**src/hw/stl_pkg.sv**
```systemverilog
package stl_pkg;
	localparam int unsigned ADDR_W = 4;
	// register indices; byte address is four times the index
	localparam logic [3:0] IDX_Q_STATUS   = 4'hb;
	localparam logic [3:0] IDX_LOOPBACK   = 4'hc;
	localparam logic [3:0] IDX_TIMER      = 4'hd;
	localparam logic [3:0] IDX_TXQ_STATUS = 4'he;
	localparam logic [3:0] IDX_SOFT_RESET = 4'hf;

	// q register fields
	localparam int unsigned Q_ENFLG_BIT = 4;
	localparam int unsigned Q_DONE_BIT  = 5;
	localparam int unsigned Q_SYNC_BIT  = 7;

	// loopback bits
	localparam int unsigned LB_REMOTE_LOOP_BEARER_TWO = 0;
	localparam int unsigned LB_REMOTE_LOOP_BEARER_ONE = 1;
	localparam int unsigned LB_RLD  = 2;
	localparam int unsigned LB_LOCAL_LOOP_BEARER_TWO = 3;
	localparam int unsigned LB_LOCAL_LOOP_BEARER_ONE = 4;
	localparam int unsigned LB_LLD  = 5;
	localparam int unsigned LB_FORCE_ONES_BEARER_TWO = 6;
	localparam int unsigned LB_FORCE_ONES_BEARER_ONE = 7;
	localparam logic [7:0] LOOPBACK_RESET = 8'h48;

	// timer
	localparam logic [3:0] TMODE_PERIODIC  = 4'h2;
	localparam logic [3:0] TMODE_ONESHOT   = 4'h6;
	localparam logic [3:0] TMODE_DISABLED  = 4'ha;
	localparam logic [3:0] TMODE_IMMEDIATE = 4'he;
	localparam logic [7:0] TIMER_RESET     = 8'h2f;
	localparam int unsigned CLK_HZ         = 100_000_000;
	localparam int unsigned TICK_MS        = 127;
	localparam int unsigned TICK_CYCLES    = CLK_HZ / 1000 * TICK_MS;

	// reset/priority register
	localparam int unsigned SR_MRES  = 0;
	localparam int unsigned SR_RECEIVER_SOFT_RESET  = 1;
	localparam int unsigned SR_TRANSMITTER_SOFT_RESET  = 2;
	localparam int unsigned SR_FORCE_BAD_CRC = 4;

	localparam int unsigned TXQ_UNDERRUN_ABORT_FLAG_BIT = 5;
endpackage

```
**src/hw/stl_regs.sv**
```systemverilog
`timescale 1ns/100ps
// Functional notes
// - q-done sets after a 4-bit q word is sent, holds until new q word loaded
// - q sync needs frame sync, m sync, and fa=1 n=0 five frames after previous
// - q sync rises at end of receive bit 15, falls at once on sync loss
// - remote loop b2/b1 returns received bearer data to the network
// - remote d loop returns received d data to the network
// - local b2 loop routes transmit input to receive output, ones to network
// - local b1 loop routes transmit input to receive output, ones to network
// - local d loop returns hdlc data and sends ones; software sets clear-mismatch
// - force-ones bits replace that bearer's outgoing traffic with ones
// - reset leaves remote and d loops off, local b2 loop and b2 ones on
// - interval bits give timeout as (code+1) times 0.127 s
// - mode codes periodic, one-shot, disabled, immediate; others ignored
// - writing a valid mode code restarts the timer
// - low five bits give free bytes of the hdlc transmit queue
// - underrun without frame-complete tag aborts and sets bit 5, cleared by read
// - master reset resets hdlc and s/t controllers, not timer nor registers
// - registers reset only by power-up or reset pin
// - receiver reset clears receive queue, end-of-frame and fill flags
// - transmitter reset reinitialises queue status, clears done and empty flags
// - reset register writes are resets and the bad-crc bit; reads return that bit and the priority counter
// - bad-crc bit forces corrupted crc; default zero
// - q nibble written with flag high; device clears flag when writable
// - clear-mismatch bit holds the mismatch flag at zero
module stl_regs
	import stl_pkg::*;
#(
	parameter int unsigned TICK_PERIOD = TICK_CYCLES
) (
	input  wire logic       ref_clk,
	input  wire logic       rst,
	// classic wishbone slave
	input  wire logic       wb_cyc_i,
	input  wire logic       wb_stb_i,
	input  wire logic       wb_we_i,
	input  wire logic [5:0] wb_adr_i,
	input  wire logic [3:0] wb_sel_i,
	input  wire logic [31:0] wb_dat_i,
	output logic [31:0]     wb_dat_o,
	output logic            wb_ack_o,
	// framing engine
	input  wire logic       frame_sync,
	input  wire logic       mbit_sync,
	input  wire logic       rx_frame_end,
	input  wire logic       rx_fa_n_flipped,
	input  wire logic       rx_bit15_end,
	input  wire logic       q_word_sent,
	input  wire logic       clear_mismatch,
	input  wire logic       mismatch_raw,
	// bearer and d channel bit streams, one bit per channel slot
	input  wire logic       net_rx_b1,
	input  wire logic       net_rx_b2,
	input  wire logic       net_rx_d,
	input  wire logic       bearer_one_tx_in,
	input  wire logic       bearer_two_tx_in,
	input  wire logic       hdlc_tx_d,
	input  wire logic       sel_b1,
	input  wire logic       sel_b2,
	input  wire logic       sel_d,
	// hdlc engine status
	input  wire logic [4:0] txq_free,
	input  wire logic       txq_underrun,
	input  wire logic       last_frame_complete_tag,
	input  wire logic [3:0] priority_count,
	output logic            net_tx_bit,
	output logic            rx_serial_out,
	output logic            mismatch_flag,
	output logic [3:0]      q_data,
	output logic            q_load,
	output logic            hdlc_master_reset,
	output logic            st_master_reset,
	output logic            receiver_soft_reset,
	output logic            transmitter_soft_reset,
	output logic            send_abort,
	output logic            force_bad_crc,
	output logic            timeout_pulse
);
	////////////////////////////////////////////////////////////////////////
	// bus decode

	logic [7:0] q_reg_q;
	logic       q_done_q;
	logic       q_sync_q;
	logic [7:0] loop_q;
	logic [7:0] timer_q;
	logic       underrun_abort_flag_q;
	logic [7:0] sr_q;

	wire        wb_req     = wb_cyc_i && wb_stb_i && !wb_ack_o;
	wire        wb_wr      = wb_req && wb_we_i && wb_sel_i[0];
	wire        wb_rd      = wb_req && !wb_we_i;
	wire [3:0]  wb_idx     = wb_adr_i[5:2];
	wire [7:0]  wd         = wb_dat_i[7:0];
	wire        wr_q       = wb_wr && (wb_idx == IDX_Q_STATUS);
	wire        wr_loop    = wb_wr && (wb_idx == IDX_LOOPBACK);
	wire        wr_timer   = wb_wr && (wb_idx == IDX_TIMER);
	wire        wr_sr      = wb_wr && (wb_idx == IDX_SOFT_RESET);
	// a q write is refused while the previous word still waits to go out
	wire        q_accept   = wr_q && !q_reg_q[Q_ENFLG_BIT];
	wire        rd_txq     = wb_rd && (wb_idx == IDX_TXQ_STATUS);
	wire [3:0]  new_mode   = wd[7:4];
	wire        mode_valid = (new_mode == TMODE_PERIODIC) || (new_mode == TMODE_ONESHOT) ||
	                         (new_mode == TMODE_DISABLED) || (new_mode == TMODE_IMMEDIATE);

	wire [7:0]  rd_q    = {q_sync_q, 1'b0, q_done_q, q_reg_q[4:0]};
	wire [7:0]  rd_txq_v = {2'b00, underrun_abort_flag_q, txq_free};
	wire [7:0]  rd_sr   = {3'b000, sr_q[SR_FORCE_BAD_CRC], priority_count};
	logic [7:0] rd_mux;
	always_comb begin
		case (wb_idx)
			IDX_Q_STATUS:   rd_mux = rd_q;
			IDX_LOOPBACK:   rd_mux = loop_q;
			IDX_TIMER:      rd_mux = timer_q;
			IDX_TXQ_STATUS: rd_mux = rd_txq_v;
			IDX_SOFT_RESET: rd_mux = rd_sr;
			default:        rd_mux = 8'h00;
		endcase
	end

	// one wait-free cycle: ack one edge after the request, unmapped reads zero
	always_ff @(posedge ref_clk) begin
		if (rst) begin
			wb_ack_o <= 1'b0;
			wb_dat_o <= 32'h0;
		end else begin
			wb_ack_o <= wb_req;
			wb_dat_o <= {24'h0, rd_mux};
		end
	end

	////////////////////////////////////////////////////////////////////////
	// q channel

	always_ff @(posedge ref_clk) begin
		if (rst) begin
			q_reg_q  <= 8'h00;
			q_done_q <= 1'b0;
			q_load   <= 1'b0;
			q_data   <= 4'h0;
		end else begin
			q_load <= q_accept && wd[Q_ENFLG_BIT];
			if (q_accept) begin
				q_reg_q <= {3'b000, wd[4:0]}; // bit 6 not stored
				q_data  <= wd[3:0];
			end else if (q_word_sent) begin
				q_reg_q[Q_ENFLG_BIT] <= 1'b0;
			end
			// sent wins over a same-cycle load
			if (q_word_sent)
				q_done_q <= 1'b1;
			else if (q_accept && wd[Q_ENFLG_BIT])
				q_done_q <= 1'b0;
		end
	end

	// fa/n flip must recur exactly five frames apart
	logic [2:0] frame_cnt_q;
	logic       five_ok_q;
	wire        synced = frame_sync && mbit_sync;
	always_ff @(posedge ref_clk) begin
		if (rst || !synced) begin
			frame_cnt_q <= 3'h0;
			five_ok_q   <= 1'b0;
			q_sync_q    <= 1'b0;
		end else begin
			if (rx_frame_end) begin
				if (rx_fa_n_flipped) begin
					five_ok_q   <= (frame_cnt_q == 3'h4);
					frame_cnt_q <= 3'h0;
				end else if (frame_cnt_q == 3'h5) begin
					five_ok_q <= 1'b0;
				end else begin
					frame_cnt_q <= frame_cnt_q + 3'h1;
				end
			end
			if (rx_bit15_end)
				q_sync_q <= five_ok_q;
		end
	end

	////////////////////////////////////////////////////////////////////////
	// loopback and data path

	always_ff @(posedge ref_clk) begin
		if (rst)
			loop_q <= LOOPBACK_RESET;
		else if (wr_loop)
			loop_q <= wd;
	end

	// forced ones win over a remote loop, so a silenced channel stays silent
	wire b1_net = (loop_q[LB_FORCE_ONES_BEARER_ONE] || loop_q[LB_LOCAL_LOOP_BEARER_ONE]) ? 1'b1 :
	              loop_q[LB_REMOTE_LOOP_BEARER_ONE] ? net_rx_b1 : bearer_one_tx_in;
	wire b2_net = (loop_q[LB_FORCE_ONES_BEARER_TWO] || loop_q[LB_LOCAL_LOOP_BEARER_TWO]) ? 1'b1 :
	              loop_q[LB_REMOTE_LOOP_BEARER_TWO] ? net_rx_b2 : bearer_two_tx_in;
	wire d_net  = loop_q[LB_LLD] ? 1'b1 :
	              loop_q[LB_RLD] ? net_rx_d : hdlc_tx_d;
	wire b1_term = loop_q[LB_LOCAL_LOOP_BEARER_ONE] ? bearer_one_tx_in : net_rx_b1;
	wire b2_term = loop_q[LB_LOCAL_LOOP_BEARER_TWO] ? bearer_two_tx_in : net_rx_b2;
	wire d_term  = loop_q[LB_LLD] ? hdlc_tx_d : net_rx_d;
	wire net_bit = sel_b1 ? b1_net : sel_b2 ? b2_net : sel_d ? d_net : 1'b1;
	wire trm_bit = sel_b1 ? b1_term : sel_b2 ? b2_term : sel_d ? d_term : 1'b1;

	always_ff @(posedge ref_clk) begin
		if (rst) begin
			net_tx_bit    <= 1'b1;
			rx_serial_out <= 1'b1;
			mismatch_flag <= 1'b0;
		end else begin
			net_tx_bit    <= net_bit;
			rx_serial_out <= trm_bit;
			mismatch_flag <= mismatch_raw && !clear_mismatch;
		end
	end

	////////////////////////////////////////////////////////////////////////
	// timer

	typedef enum logic [1:0] {STL_T_IDLE, STL_T_RUN} stl_tstate_e;
	stl_tstate_e t_state_q;
	logic [3:0]  t_left_q;
	logic        tick;
	wire         t_restart = wr_timer && mode_valid;
	wire [3:0]   t_mode    = timer_q[7:4];

	stl_tick_div #(
		.PERIOD (TICK_PERIOD)
	) u_tick (
		.ref_clk (ref_clk),
		.rst     (rst),
		.restart (t_restart),
		.tick    (tick)
	);

	always_ff @(posedge ref_clk) begin
		if (rst) begin
			timer_q <= TIMER_RESET;
		end else if (wr_timer) begin
			timer_q[3:0] <= wd[3:0];
			if (mode_valid)
				timer_q[7:4] <= new_mode;
		end
	end

	always_ff @(posedge ref_clk) begin
		if (rst) begin
			t_state_q     <= STL_T_RUN;
			t_left_q      <= TIMER_RESET[3:0];
			timeout_pulse <= 1'b0;
		end else begin
			timeout_pulse <= 1'b0;
			if (t_restart) begin
				t_left_q <= wd[3:0];
				if (new_mode == TMODE_IMMEDIATE) begin
					timeout_pulse <= 1'b1;
					t_state_q     <= STL_T_IDLE;
				end else if (new_mode == TMODE_DISABLED) begin
					t_state_q <= STL_T_IDLE;
				end else begin
					t_state_q <= STL_T_RUN;
				end
			end else begin
				case (t_state_q)
					STL_T_IDLE: t_state_q <= STL_T_IDLE;
					STL_T_RUN: begin
						if (tick) begin
							if (t_left_q == 4'h0) begin
								timeout_pulse <= 1'b1;
								t_left_q      <= timer_q[3:0];
								if (t_mode == TMODE_ONESHOT)
									t_state_q <= STL_T_IDLE;
							end else begin
								t_left_q <= t_left_q - 4'h1;
							end
						end
					end
					default: t_state_q <= STL_T_IDLE;
				endcase
			end
		end
	end

	////////////////////////////////////////////////////////////////////////
	// transmit queue status and soft resets

	// underrun set wins over the clearing read
	wire underrun_abort = txq_underrun && !last_frame_complete_tag;
	always_ff @(posedge ref_clk) begin
		if (rst) begin
			underrun_abort_flag_q   <= 1'b0;
			send_abort <= 1'b0;
		end else begin
			send_abort <= underrun_abort;
			if (underrun_abort)
				underrun_abort_flag_q <= 1'b1;
			else if (rd_txq)
				underrun_abort_flag_q <= 1'b0;
		end
	end

	// reset bits self-clear: each write of a one gives a one-cycle reset pulse
	always_ff @(posedge ref_clk) begin
		if (rst) begin
			sr_q                   <= 8'h00;
			hdlc_master_reset      <= 1'b0;
			st_master_reset        <= 1'b0;
			receiver_soft_reset    <= 1'b0;
			transmitter_soft_reset <= 1'b0;
			force_bad_crc          <= 1'b0;
		end else begin
			if (wr_sr)
				sr_q <= {3'b000, wd[SR_FORCE_BAD_CRC], 4'h0};
			hdlc_master_reset      <= wr_sr && wd[SR_MRES];
			st_master_reset        <= wr_sr && wd[SR_MRES];
			receiver_soft_reset    <= wr_sr && (wd[SR_RECEIVER_SOFT_RESET] || wd[SR_MRES]);
			transmitter_soft_reset <= wr_sr && (wd[SR_TRANSMITTER_SOFT_RESET] || wd[SR_MRES]);
			force_bad_crc          <= wr_sr ? wd[SR_FORCE_BAD_CRC] : sr_q[SR_FORCE_BAD_CRC];
		end
	end
endmodule // stl_regs

```
**src/hw/stl_tick_div.sv**
```systemverilog
`timescale 1ns/100ps
// one-cycle enable every period cycles; restart realigns the phase
module stl_tick_div #(
	parameter int unsigned PERIOD = 10
) (
	input  wire logic ref_clk,
	input  wire logic rst,
	input  wire logic restart,
	output logic      tick
);
	logic [31:0] cnt_q;

	always_ff @(posedge ref_clk) begin
		if (rst || restart) begin
			cnt_q <= 32'h0;
			tick  <= 1'b0;
		end else if (cnt_q == PERIOD - 1) begin
			cnt_q <= 32'h0;
			tick  <= 1'b1;
		end else begin
			cnt_q <= cnt_q + 32'h1;
			tick  <= 1'b0;
		end
	end
endmodule // stl_tick_div
```
**config.mk**
```make
export PLATFORM = sky130hd
export DESIGN_NAME = stl_regs
export DESIGN_NICKNAME = d
export VERILOG_FILES = /design/src/hw/stl_pkg.sv /design/src/hw/stl_regs.sv /design/src/hw/stl_tick_div.sv
export SDC_FILE = /design/constraint.sdc
export NUM_CORES = 1
export LEC_CHECK = 0
export BUFFER_PORTS_ARGS = -buffer_cell sky130_fd_sc_hd__buf_2
export CAP_MARGIN = 40
export CORE_ASPECT_RATIO = 0.7
export CORE_MARGIN = 3
export CORE_UTILIZATION = 49
export CTS_CLUSTER_DIAMETER = 100
export DETAILED_ROUTE_END_ITERATION = 6
export PLACE_DENSITY = 0.84
export SETUP_SLACK_MARGIN = 0.3
export SLEW_MARGIN = 20
export SYNTH_ARGS = -nofsm -noshare
export SYNTH_HDL_FRONTEND = slang
export SYNTH_SLANG_ARGS = --single-unit
```
**constraint.sdc**
```tcl
create_clock -name ref_clk -period 2.1 [get_ports ref_clk]
set_input_delay 0.42 -clock ref_clk [delete_from_list [all_inputs] [get_ports ref_clk]]
set_output_delay 0.42 -clock ref_clk [all_outputs]
set_load 0.05 [all_outputs]
```
==> results.yml, run 1 <==
setup_path:
  setup.worst_path.start: "u_tick.cnt_q[26]"
  endpoint_kind: "flip-flop"
  max_stage_delay_ns: 0.54
  worstPathMaxFanout: 16
  slowest_stage: "or4_4"
  path_class: "reg -> reg"
  setup.worst_path.start_class: "flip-flop"
  r2r-start: "u_tick.cnt_q[26]"
  required_ns: 2.33
  critPathArrivalTime_ns: 1.98
  path_cells: "or4_4, nor4_4, or3_4, clkbuf_16, nor2_1"
power_and_ir_drop:
  clockPowerShare: 0.428
  p_leak_nw: 1.92
  p_sw_frac: 0.238
  combPwrFrac: 0.087
  irDropWorstVdd_uv: 536
  seqPwrFrac: 0.484
  p_int_mw: 2.61
  switching_power_mw: 0.816
  cellPowerDensity_mw_per_mm2: 716
place:
  placed_area_mm2: 0.00439
  place_congestion: 0.922
  portBuffers: 69
  dp_hpwl_um: 7110
timing:
  setup_tns_ns: 0
  clock_skew_ns: 0.00786
  rsz0062_at_grt: "true"
  fin_crit_ns: 1.75
  setup-violations-final: 0
  final_min_period_over_clock_period: 0.832
  drv_slew: 0
  fmax_ghz: 0.573
  max-slew-margin-rel: 0.558
  worstMarginPinSlew_ns: 0.661
  hold_viol: 0
final_layout:
  n_antenna_cell: 0
  final_common_cell: "dfxtp_1"
  area_delta_synth_final_pct: 20.2
  stdcell_area_mm2: 0.00479
  final_cell_mix: "dfxtp_1 (77), buf_2 (69), nor2_1 (66)"
  nets: 605
  layout-drive-gt1-share: 0.250
clock_tree:
  cts_tree: "built"
  cts_sinks: 86
  cts_hold_buf: 0
  root_buffer: "clkbuf_16"
  cts.clk_slew.worst_paths_ns: 0.06
  ctsHtreeMaxLevel: 3
  postCtsSetupRepairBufs: 0
  clk_latency_ns: 0.33
  cts_buffer_depth: 2
  cts_buffers: 9
floorplanning:
  die_w_um: 114
  io_pins: 123
  die_h_um: 81.5
  die-area_mm2: 0.00927
  fp-row-count: 26
  core_mm2: 0.00758
  start_util: 0.526
global_routing:
  grt_use_total: 0.210
  grt_pass1_vias: 3296
  antenna_found_initial: 0
  grt_start_max_net_pins: 33
  grt_pass1_wl_um: 15400
  grt-ovfl-total: 0
synthesis:
  synth_cells: 447
  ys.flop_type: "dfxtp_1"
  synth_edf_count: 0
  ys_seq_area_frac: 0.432
  ys_ff_latch: 86
  synth.distinct_cells: 52
  syn_area_mm2: 0.00399
  synth_warnings: 0
  async_reset_ff_frac: 0
  avgSynthCellArea_um2: 8.92
flow_run:
  cap_violations: 0
drt:
  drtIter0Drc: 250
  finalWirelength_um: 9830
  drc: 0
  vias: 3537
  viasPerCell: 5.65
  first_pass_iters: 5
  ant_nets: 0
  wl_per_cell_um: 15.7
min_path:
  worstHoldStart: "clear_mismatch"
  hold_class: "in -> reg"
status:
  status: "complete, no violations"
-- worst max-delay path, delay by kind of cell (launching register included) --
family	cells	cell delay [ns]
DFF	1	0.34
buffers and inverters	1	0.17
and+or+nand+nor	4	1.12
-- final timing paths --
kind,cells after the start,slack (ns),endpoint
worst max register to register,5,0.35,u_tick.cnt_q[8]
worst max-delay path,5,0.35,u_tick.cnt_q[8]
worst min register to register,2,0.49,five_ok_q
worst min-delay path,2,0.24,mismatch_flag
-- registers in the layout, summed over array words and instances, names as in the netlist, 3 cells and up --
register      count
u_tick.cnt_q     32
wb_dat_o          8
timer_q           8
frame_cnt_q       3
q_reg_q           5
loop_q            8
t_left_q          4
-- stage by stage --
step | setup WS [ns] | hold slack, ns | utilization | power [mW] | instances
after floorplan | 0.270 | 0.438 | - | 1.92 | 470
after global placement | 0.227 | 0.456 | 0.579 | 1.97 | 611
after detailed placement | 0.194 | 0.466 | 0.579 | 1.98 | 611
after CTS | 0.279 | 0.235 | 0.621 | 3.44 | 625
after global routing | 0.257 | 0.233 | 0.632 | 3.53 | 626
final | 0.354 | 0.245 | 0.632 | 3.43 | 626
-- metal layers --
| layer | track usage | share of wire | up-vias | routed length [um] |
|---|---|---|---|---|
| met4 | 0.0795 | 0.012 | 0 | 119 |
| met1 | 0.279 | 0.43 | 1663 | 4220 |
| met3 | 0.0633 | 0.11 | 13 | 1040 |
| met5 | 0 | 0 | - | 0 |
| met2 | 0.327 | 0.45 | 184 | 4450 |
| li1 | - | - | 1677 | - |
-- kinds of logic (layout without fill, tap and decap cells) --
kind of cell             count (synthesis)  after routing  synth area share
XOR/XNOR                                30             30            0.0659
adder cells (fa/ha/maj)                  5              5            0.0157
multiplexers                            21             21            0.0531
buffers and inverters                   55            113            0.0860
other                                    1             24          0.000941
flip-flops                              86             86             0.432
AO/OA/AOI/OAI                           57             57            0.0955
AND/OR/NAND/NOR                        192            192             0.251
-- layout make-up --
| class | instances | area (um^2) |
|---|---|---|
| fillers | 601 | 2790 |
| multi-input cells | 329 | 2100 |
| flip-flops and latches | 86 | 1740 |
| repair buffers | 87 | 510 |
| clock buffers | 13 | 270 |
| well taps | 98 | 123 |
| inverters | 12 | 45.0 |
| clock inverters | 1 | 5.00 |
-- cells in the mapped netlist (8+ instances only) --
master / number / area share
dfxtp_1: 86 / 0.43
nor2_1: 67 / 0.063
nand2_1: 33 / 0.031
buf_4: 29 / 0.055
nand3_1: 23 / 0.029
a21oi_1: 22 / 0.028
xor2_1: 22 / 0.048
mux2i_1: 20 / 0.050
nand4_1: 14 / 0.022
inv_1: 12 / 0.011
nor3_1: 9 / 0.011
xnor2_1: 8 / 0.018
-- power groups by stage --
| stage | clock [mW] | combinational, mW | sequential (mW) |
|---|---|---|---|
| after detailed placement | 0 | 0.284 | 1.70 |
| after floorplan | 0 | 0.211 | 1.71 |
| final | 1.47 | 0.299 | 1.66 |
| after global routing | 1.56 | 0.317 | 1.66 |
| after global placement | 0 | 0.276 | 1.69 |
| after CTS | 1.49 | 0.288 | 1.66 |
-- repair_timing --
action,4_1_cts,5_1_grt
pin swaps,1,1
resized for setup,10,16
setup endpoints to repair,33,35
cloned,0,1
No activity file was read; power rests on OpenSTA's default activity.
==> run 2, diff against run 1 <==
==> constraint.sdc (replaced) <==
create_clock -name ref_clk -period 1.8 [get_ports ref_clk]
set_input_delay 0.36 -clock ref_clk [delete_from_list [all_inputs] [get_ports ref_clk]]
set_output_delay 0.36 -clock ref_clk [all_outputs]
set_load 0.05 [all_outputs]
==> run 2 against run 1 <==
Against the previous run: the run now ends with setup timing left; sequential power increased by 16%; count of clock-buffer cells in the layout down 1; hold slack got worse by 0.070 ns; clock power up 27%; sequential share of layout area fell by 5.3 points; global-route usage grew 7.1 points; critical path depth is 2 higher; first-iteration DRC count rose to 3.2 times the previous value; total power increased by 24%; final cell count grew 9.3%; largest cell class unchanged.
==> results.yml, run 2 (same netlist as run 1, synthesis figures left out) <==
setup_path:
  slowest_stage: "nor4_4"
  r2r-start: "u_tick.cnt_q[18]"
  rrSetupSlack_ns: -0.31
  required_ns: 2.01
  rr_endpoint: "u_tick.cnt_q[14]"
  endpoint_kind: "flip-flop"
  path_class: "reg -> reg"
  setup.worst_path.start_class: "flip-flop"
  max_stage_delay_ns: 0.39
  setup.worst_path.start: "u_tick.cnt_q[18]"
  critPathArrivalTime_ns: 2.32
  crit_end: "u_tick.cnt_q[14]"
  worstPathMaxFanout: 8
  path_cells: "nor4_2, nand4_1, nor4_4, or3_4, buf_6, clkbuf_16, nor2_1"
  ff2ff_path_depth: 7
power_and_ir_drop:
  clockPowerShare: 0.439
  combPwrFrac: 0.106
  irDropWorstVdd_uv: 644
  seqPwrFrac: 0.454
  p_int_mw: 3.14
  switching_power_mw: 1.12
  p_sw_frac: 0.262
  p_leak_nw: 2.27
  cellPowerDensity_mw_per_mm2: 753
min_path:
  hold_class: "in -> reg"
floorplanning:
  die-area_mm2: 0.00927
  fp-row-count: 26
  die_w_um: 114
  start_util: 0.526
  core_mm2: 0.00758
  die_h_um: 81.5
  io_pins: 123
timing:
  final_min_period_over_clock_period: 1.17
  max-slew-margin-rel: 0.619
  drv_slew: 0
  fin_crit_ns: 2.11
  hold_viol: 0
  fmax_ghz: 0.473
  fin_ws_ns: -0.313
  rsz0062_at_grt: "true"
  worstMarginPinSlew_ns: 0.569
  setup-violations-final: 35
  clock_skew_ns: 0.0103
  timing.hold.ws_ns: 0.175
final_layout:
  fillers: 426
  n_antenna_cell: 0
  largest_reg_flops: 32
  nets: 661
  fin_util: 0.745
  final_cell_mix: "dfxtp_1 (74), buf_2 (69), buf_4 (52)"
  largest_register: "u_tick.cnt_q"
  layout-drive-gt1-share: 0.408
  area_delta_synth_final_pct: 41.6
  final_common_cell: "dfxtp_1"
clock_tree:
  clk_latency_ns: 0.34
  root_buffer: "clkbuf_16"
  cts_buffers: 9
  cts_hold_buf: 0
  cts_tree: "built"
  cts.clk_slew.worst_paths_ns: 0.06
  ctsHtreeMaxLevel: 3
  cts_buffer_depth: 2
  cts_sinks: 86
place:
  portBuffers: 69
  dp_hpwl_um: 7790
  place_congestion: 0.933
drt:
  viasPerCell: 6.57
  finalWirelength_um: 16000
  ant_nets: 0
  drc: 0
  drtIter0Drc: 803
  vias: 4493
  first_pass_iters: 6
  wl_per_cell_um: 23.3
flow_run:
  cap_violations: 0
global_routing:
  grt_use_total: 0.282
  grt_pass1_wl_um: 20300
  antenna_found_initial: 0
  grt_pass1_vias: 4095
  grt-ovfl-total: 0
  grt_start_max_net_pins: 17
status:
  violations: "setup timing"
  status: "complete, but fails checks"
run 2: how the worst min path moves through the flow:
| stage | from | to | slack (ns) | depth (start not counted) |
|---|---|---|---|---|
| after floorplan | clear_mismatch | mismatch_flag | 0.44 | 1 |
| after global placement | u_tick.cnt_q[0] | u_tick.cnt_q[0] | 0.46 | 1 |
| after detailed placement | timer_q[6] | timer_q[6] | 0.47 | 2 |
| after CTS | clear_mismatch | mismatch_flag | 0.17 | 2 |
| after global routing | clear_mismatch | mismatch_flag | 0.19 | 2 |
| final | clear_mismatch | mismatch_flag | 0.18 | 2 |
run 2: timing repair:
action | CTS | global route
resized for setup | 53 | 64
setup endpoints to repair | 54 | 68
buffers inserted | 23 | 5
gates cloned | 2 | 1
pin swaps | 18 | 27
run 2: routing by layer:
layer / GRT usage / up-vias / share of wire
met3: 0.0839 / 171 / 0.14
met5: 0 / - / 0
li1: - / 1794 / -
met1: 0.332 / 2033 / 0.35
met4: 0.157 / 0 / 0.089
met2: 0.467 / 495 / 0.42
run 2: power groups by stage:
stage | Sequential, mW | Clock (mW) | Combinational (mW)
after global placement | 1.97 | 0 | 0.336
after floorplan | 2.00 | 0 | 0.245
after detailed placement | 1.97 | 0 | 0.344
final | 1.93 | 1.87 | 0.452
after global routing | 1.93 | 1.91 | 0.468
after CTS | 1.93 | 1.82 | 0.396
run 2: per-stage QoR:
stage | setup TNS (ns) | setup WS, ns | instances | cell area, um^2 | total power, mW
after CTS | 0 | 0.0667 | 678 | 5340 | 4.15
after global routing | -8.80 | -0.313 | 684 | 5640 | 4.31
after detailed placement | -2.15 | -0.0962 | 637 | 4610 | 2.32
final | -8.35 | -0.313 | 684 | 5640 | 4.25
after floorplan | 0 | 0.0154 | 470 | 4120 | 2.24
after global placement | -0.987 | -0.0334 | 637 | 4610 | 2.31
run 2: cell type report:
type | instances | area, um^2 | share of cell area
clock buffers | 12 | 236 | 0.0419
clock inverters | 4 | 48.8 | 0.00865
inverters | 12 | 45.0 | 0.00798
multi-input cells | 329 | 2390 | 0.423
flip-flops and latches | 86 | 1750 | 0.310
well taps | 98 | 123 | 0.0217
repair buffers | 143 | 1060 | 0.187
run 2: worst max-delay path, delay by kind of cell (launching register included):
kind | cells | cell delay, ns
buffers and inverters | 2 | 0.28
DFF | 1 | 0.38
and+or+nand+nor | 5 | 1.32
==> run 3, diff against run 2 <==
--- a/config.mk
+++ b/config.mk
@@ -11,10 +11,12 @@
 export CORE_MARGIN = 3
 export CORE_UTILIZATION = 49
 export CTS_CLUSTER_DIAMETER = 100
+export CTS_CLUSTER_SIZE = 25
 export DETAILED_ROUTE_END_ITERATION = 6
 export PLACE_DENSITY = 0.84
 export SETUP_SLACK_MARGIN = 0.3
 export SLEW_MARGIN = 20
 export SYNTH_ARGS = -nofsm -noshare
 export SYNTH_HDL_FRONTEND = slang
+export SYNTH_HIERARCHICAL = 1
 export SYNTH_SLANG_ARGS = --single-unit
==> constraint.sdc (replaced) <==
create_clock -name ref_clk -period 2.7 [get_ports ref_clk]
set_input_delay 0.54 -clock ref_clk [delete_from_list [all_inputs] [get_ports ref_clk]]
set_output_delay 0.54 -clock ref_clk [all_outputs]
set_load 0.05 [all_outputs]
==> run 3 against run 2 <==
Against the previous run: the flow now finishes without violations; wire length is 41% lower; sequential share of layout area is 5.7 points higher; clock skew down 0.0056 ns; critical path depth down 3; worst setup slack gained 0.77 ns; final cell count is 9.6% lower; register-to-register slack improved by 0.77 ns; synthesized area increased by 2.9%; combinational power shrank 50%; count of clock-buffer cells in the layout shrank 2; via count shrank 20%.
==> results.yml, run 3 <==
drt:
  drtIter0Drc: 390
  vias: 3616
  met1_length_um: 4280
  wl_met2_um: 4340
  finalWirelength_um: 9390
  drc: 0
  first_pass_iters: 6
  met3_length_um: 681
  ant_nets: 0
  dr.max_layer_used: "met4"
  viasPerCell: 5.85
  wl_per_cell_um: 15.2
clock_tree:
  cts_buffers: 9
  postCtsSetupRepairBufs: 0
  root_buffer: "clkbuf_16"
  cts_sinks: 86
  cts_hold_buf: 0
  cts_buffer_depth: 2
  cts_tree: "built"
  cts_resized: 0
  cts.clk_slew.worst_paths_ns: 0.06
  ctsHtreeMaxLevel: 3
  clk_latency_ns: 0.33
synthesis:
  netlist.area_leader.share: 0.420
  syn_area_mm2: 0.00410
  ys.flop_type: "dfxtp_1"
  yosysTopAreaCell: "dfxtp_1"
  ys_ff_latch: 86
  ys_seq_area_frac: 0.420
  avgSynthCellArea_um2: 9.07
  synth_edf_count: 0
  synthTopCellsByArea: "dfxtp_1 (42%), buf_4 (5.7%), mux2i_1 (5.1%), a21oi_1 (4.4%), nor2_1 (3.8%)"
  async_reset_ff_frac: 0
  synth_most_common_cell: "dfxtp_1"
  synth_cells: 452
  synth.distinct_cells: 58
  netlist_top_cells_count: "dfxtp_1 (86), nor2_1 (41), a21oi_1 (36)"
  synth_warnings: 6
setup_path:
  crit_cells: 4
  cp_num_buf_inv: 0
  ff2ff_path_depth: 4
  worstPathMaxFanout: 17
  cp_common_cell: "or4_1"
  setup.worst_path.start_class: "flip-flop"
  max_stage_delay_ns: 0.80
  path_delay_family: "simple AND/OR/NAND/NOR gates"
  path_cells: "nand4_1, or4_1, or4_1, a21oi_1"
  required_ns: 2.96
  path_class: "reg -> reg"
  slowest_stage: "or4_1"
  critPathArrivalTime_ns: 2.51
  endpoint_kind: "flip-flop"
timing:
  rsz0062_at_grt: "false"
  fmax_ghz: 0.445
  fin_crit_ns: 2.25
  hold_viol: 0
  fin_ws_ns: 0.455
  final_min_period_over_clock_period: 0.832
  timing.hold.ws_ns: 0.365
  worstMarginPinSlew_ns: 0.757
  setup_tns_ns: 0
  setup-violations-final: 0
  max-slew-margin-rel: 0.491
  clock_skew_ns: 0.00470
  drv_slew: 0
final_layout:
  largest_register: "u_tick/cnt_q"
  final_common_cell: "dfxtp_1"
  fin_util: 0.586
  fillers: 699
  area_delta_synth_final_pct: 14.3
  stdcell_area_mm2: 0.00469
  largest_reg_flops: 32
  nets: 593
  multi_input_area_mm2: 0.00214
  layout-drive-gt1-share: 0.205
  n_antenna_cell: 0
  seq_area_mm2: 0.00172
  fin_cells: 618
  final_cell_mix: "dfxtp_1 (86), buf_2 (69), nor2_1 (41)"
power_and_ir_drop:
  p_leak_nw: 1.77
  switching_power_mw: 0.652
  clockPowerShare: 0.443
  p_int_mw: 2.07
  power.total_mw: 2.72
  cellPowerDensity_mw_per_mm2: 580
  seqPwrFrac: 0.474
  irDropWorstVdd_uv: 499
  combPwrFrac: 0.084
  p_sw_frac: 0.240
global_routing:
  grt-ovfl-total: 0
  grt_start_max_net_pins: 28
  antenna_found_initial: 0
  grt_pass1_vias: 3134
  grt_pass1_wl_um: 15000
  grt_use_total: 0.196
floorplanning:
  core_mm2: 0.00801
  die_w_um: 115
  fp-row-count: 27
  start_util: 0.512
  io_pins: 123
  die_h_um: 82.5
  die-area_mm2: 0.00952
place:
  place_congestion: 0.930
  placed_area_mm2: 0.00440
  portBuffers: 69
  dp_slack_ns: 0.355
  dp.cells: 603
  dp_hpwl_um: 7000
flow_run:
  cap_violations: 0
min_path:
  whs_path_depth: 2
  hold_class: "in -> reg"
status:
  status: "complete, no violations"
-- run 3: cell types whose count changed after synthesis, sizes merged, moves of 5 or more --
cell / previous run / this run
a21oi: 22 / 36
nand3: 23 / 18
nor2: 67 / 41
o21ai: 6 / 13
o31ai: 0 / 12
or3: 4 / 11
or4: 4 / 13
xor2: 22 / 5
-- run 3: kinds of logic (layout without fill, tap and decap cells) --
family / count (synthesis) / in the layout / synth area share
AOI/OAI and AO/OA: 91 / 91 / 0.145
xor gates and xnor gates: 12 / 12 / 0.0256
adders and majority gates: 5 / 5 / 0.0153
buffers and inverters: 56 / 98 / 0.0818
DFF: 86 / 86 / 0.420
muxes: 24 / 24 / 0.0595
other: 1 / 24 / 0.000915
and+or+nand+nor: 177 / 177 / 0.252
-- run 3: final cells by class --
class,instances,area share
repair buffers,73,0.0801
inverters,10,0.00801
clock buffers,10,0.0510
multi-input cells,333,0.456
clock inverters,5,0.0107
flip-flops and latches,86,0.367
well taps,101,0.0270
-- run 3: final timing paths --
| check | end | slack (ns) | start |
|---|---|---|---|
| hold reg to reg | u_tick/cnt_q[0] | 0.46 | u_tick/cnt_q[0] |
| setup reg to reg | u_tick/cnt_q[27] | 0.45 | u_tick/cnt_q[5] |
| setup / recovery | u_tick/cnt_q[27] | 0.45 | u_tick/cnt_q[5] |
| hold / removal | mismatch_flag | 0.37 | clear_mismatch |
-- run 3: routing by layer --
| metal | vias to the layer above | global-route usage |
|---|---|---|
| li1 | 1746 | - |
| met3 | 11 | 0.0488 |
| met4 | 0 | 0.0481 |
| met2 | 153 | 0.304 |
| met1 | 1706 | 0.275 |
| met5 | - | 0 |
-- run 3: power groups by stage --
stage,clock network [mW],registers (mW),logic (mW)
2_1_floorplan,0,1.33,0.165
3_3_place_gp,0,1.32,0.222
3_5_place_dp,0,1.32,0.224
4_1_cts,1.23,1.29,0.225
5_1_grt,1.28,1.29,0.243
6_report,1.20,1.29,0.227
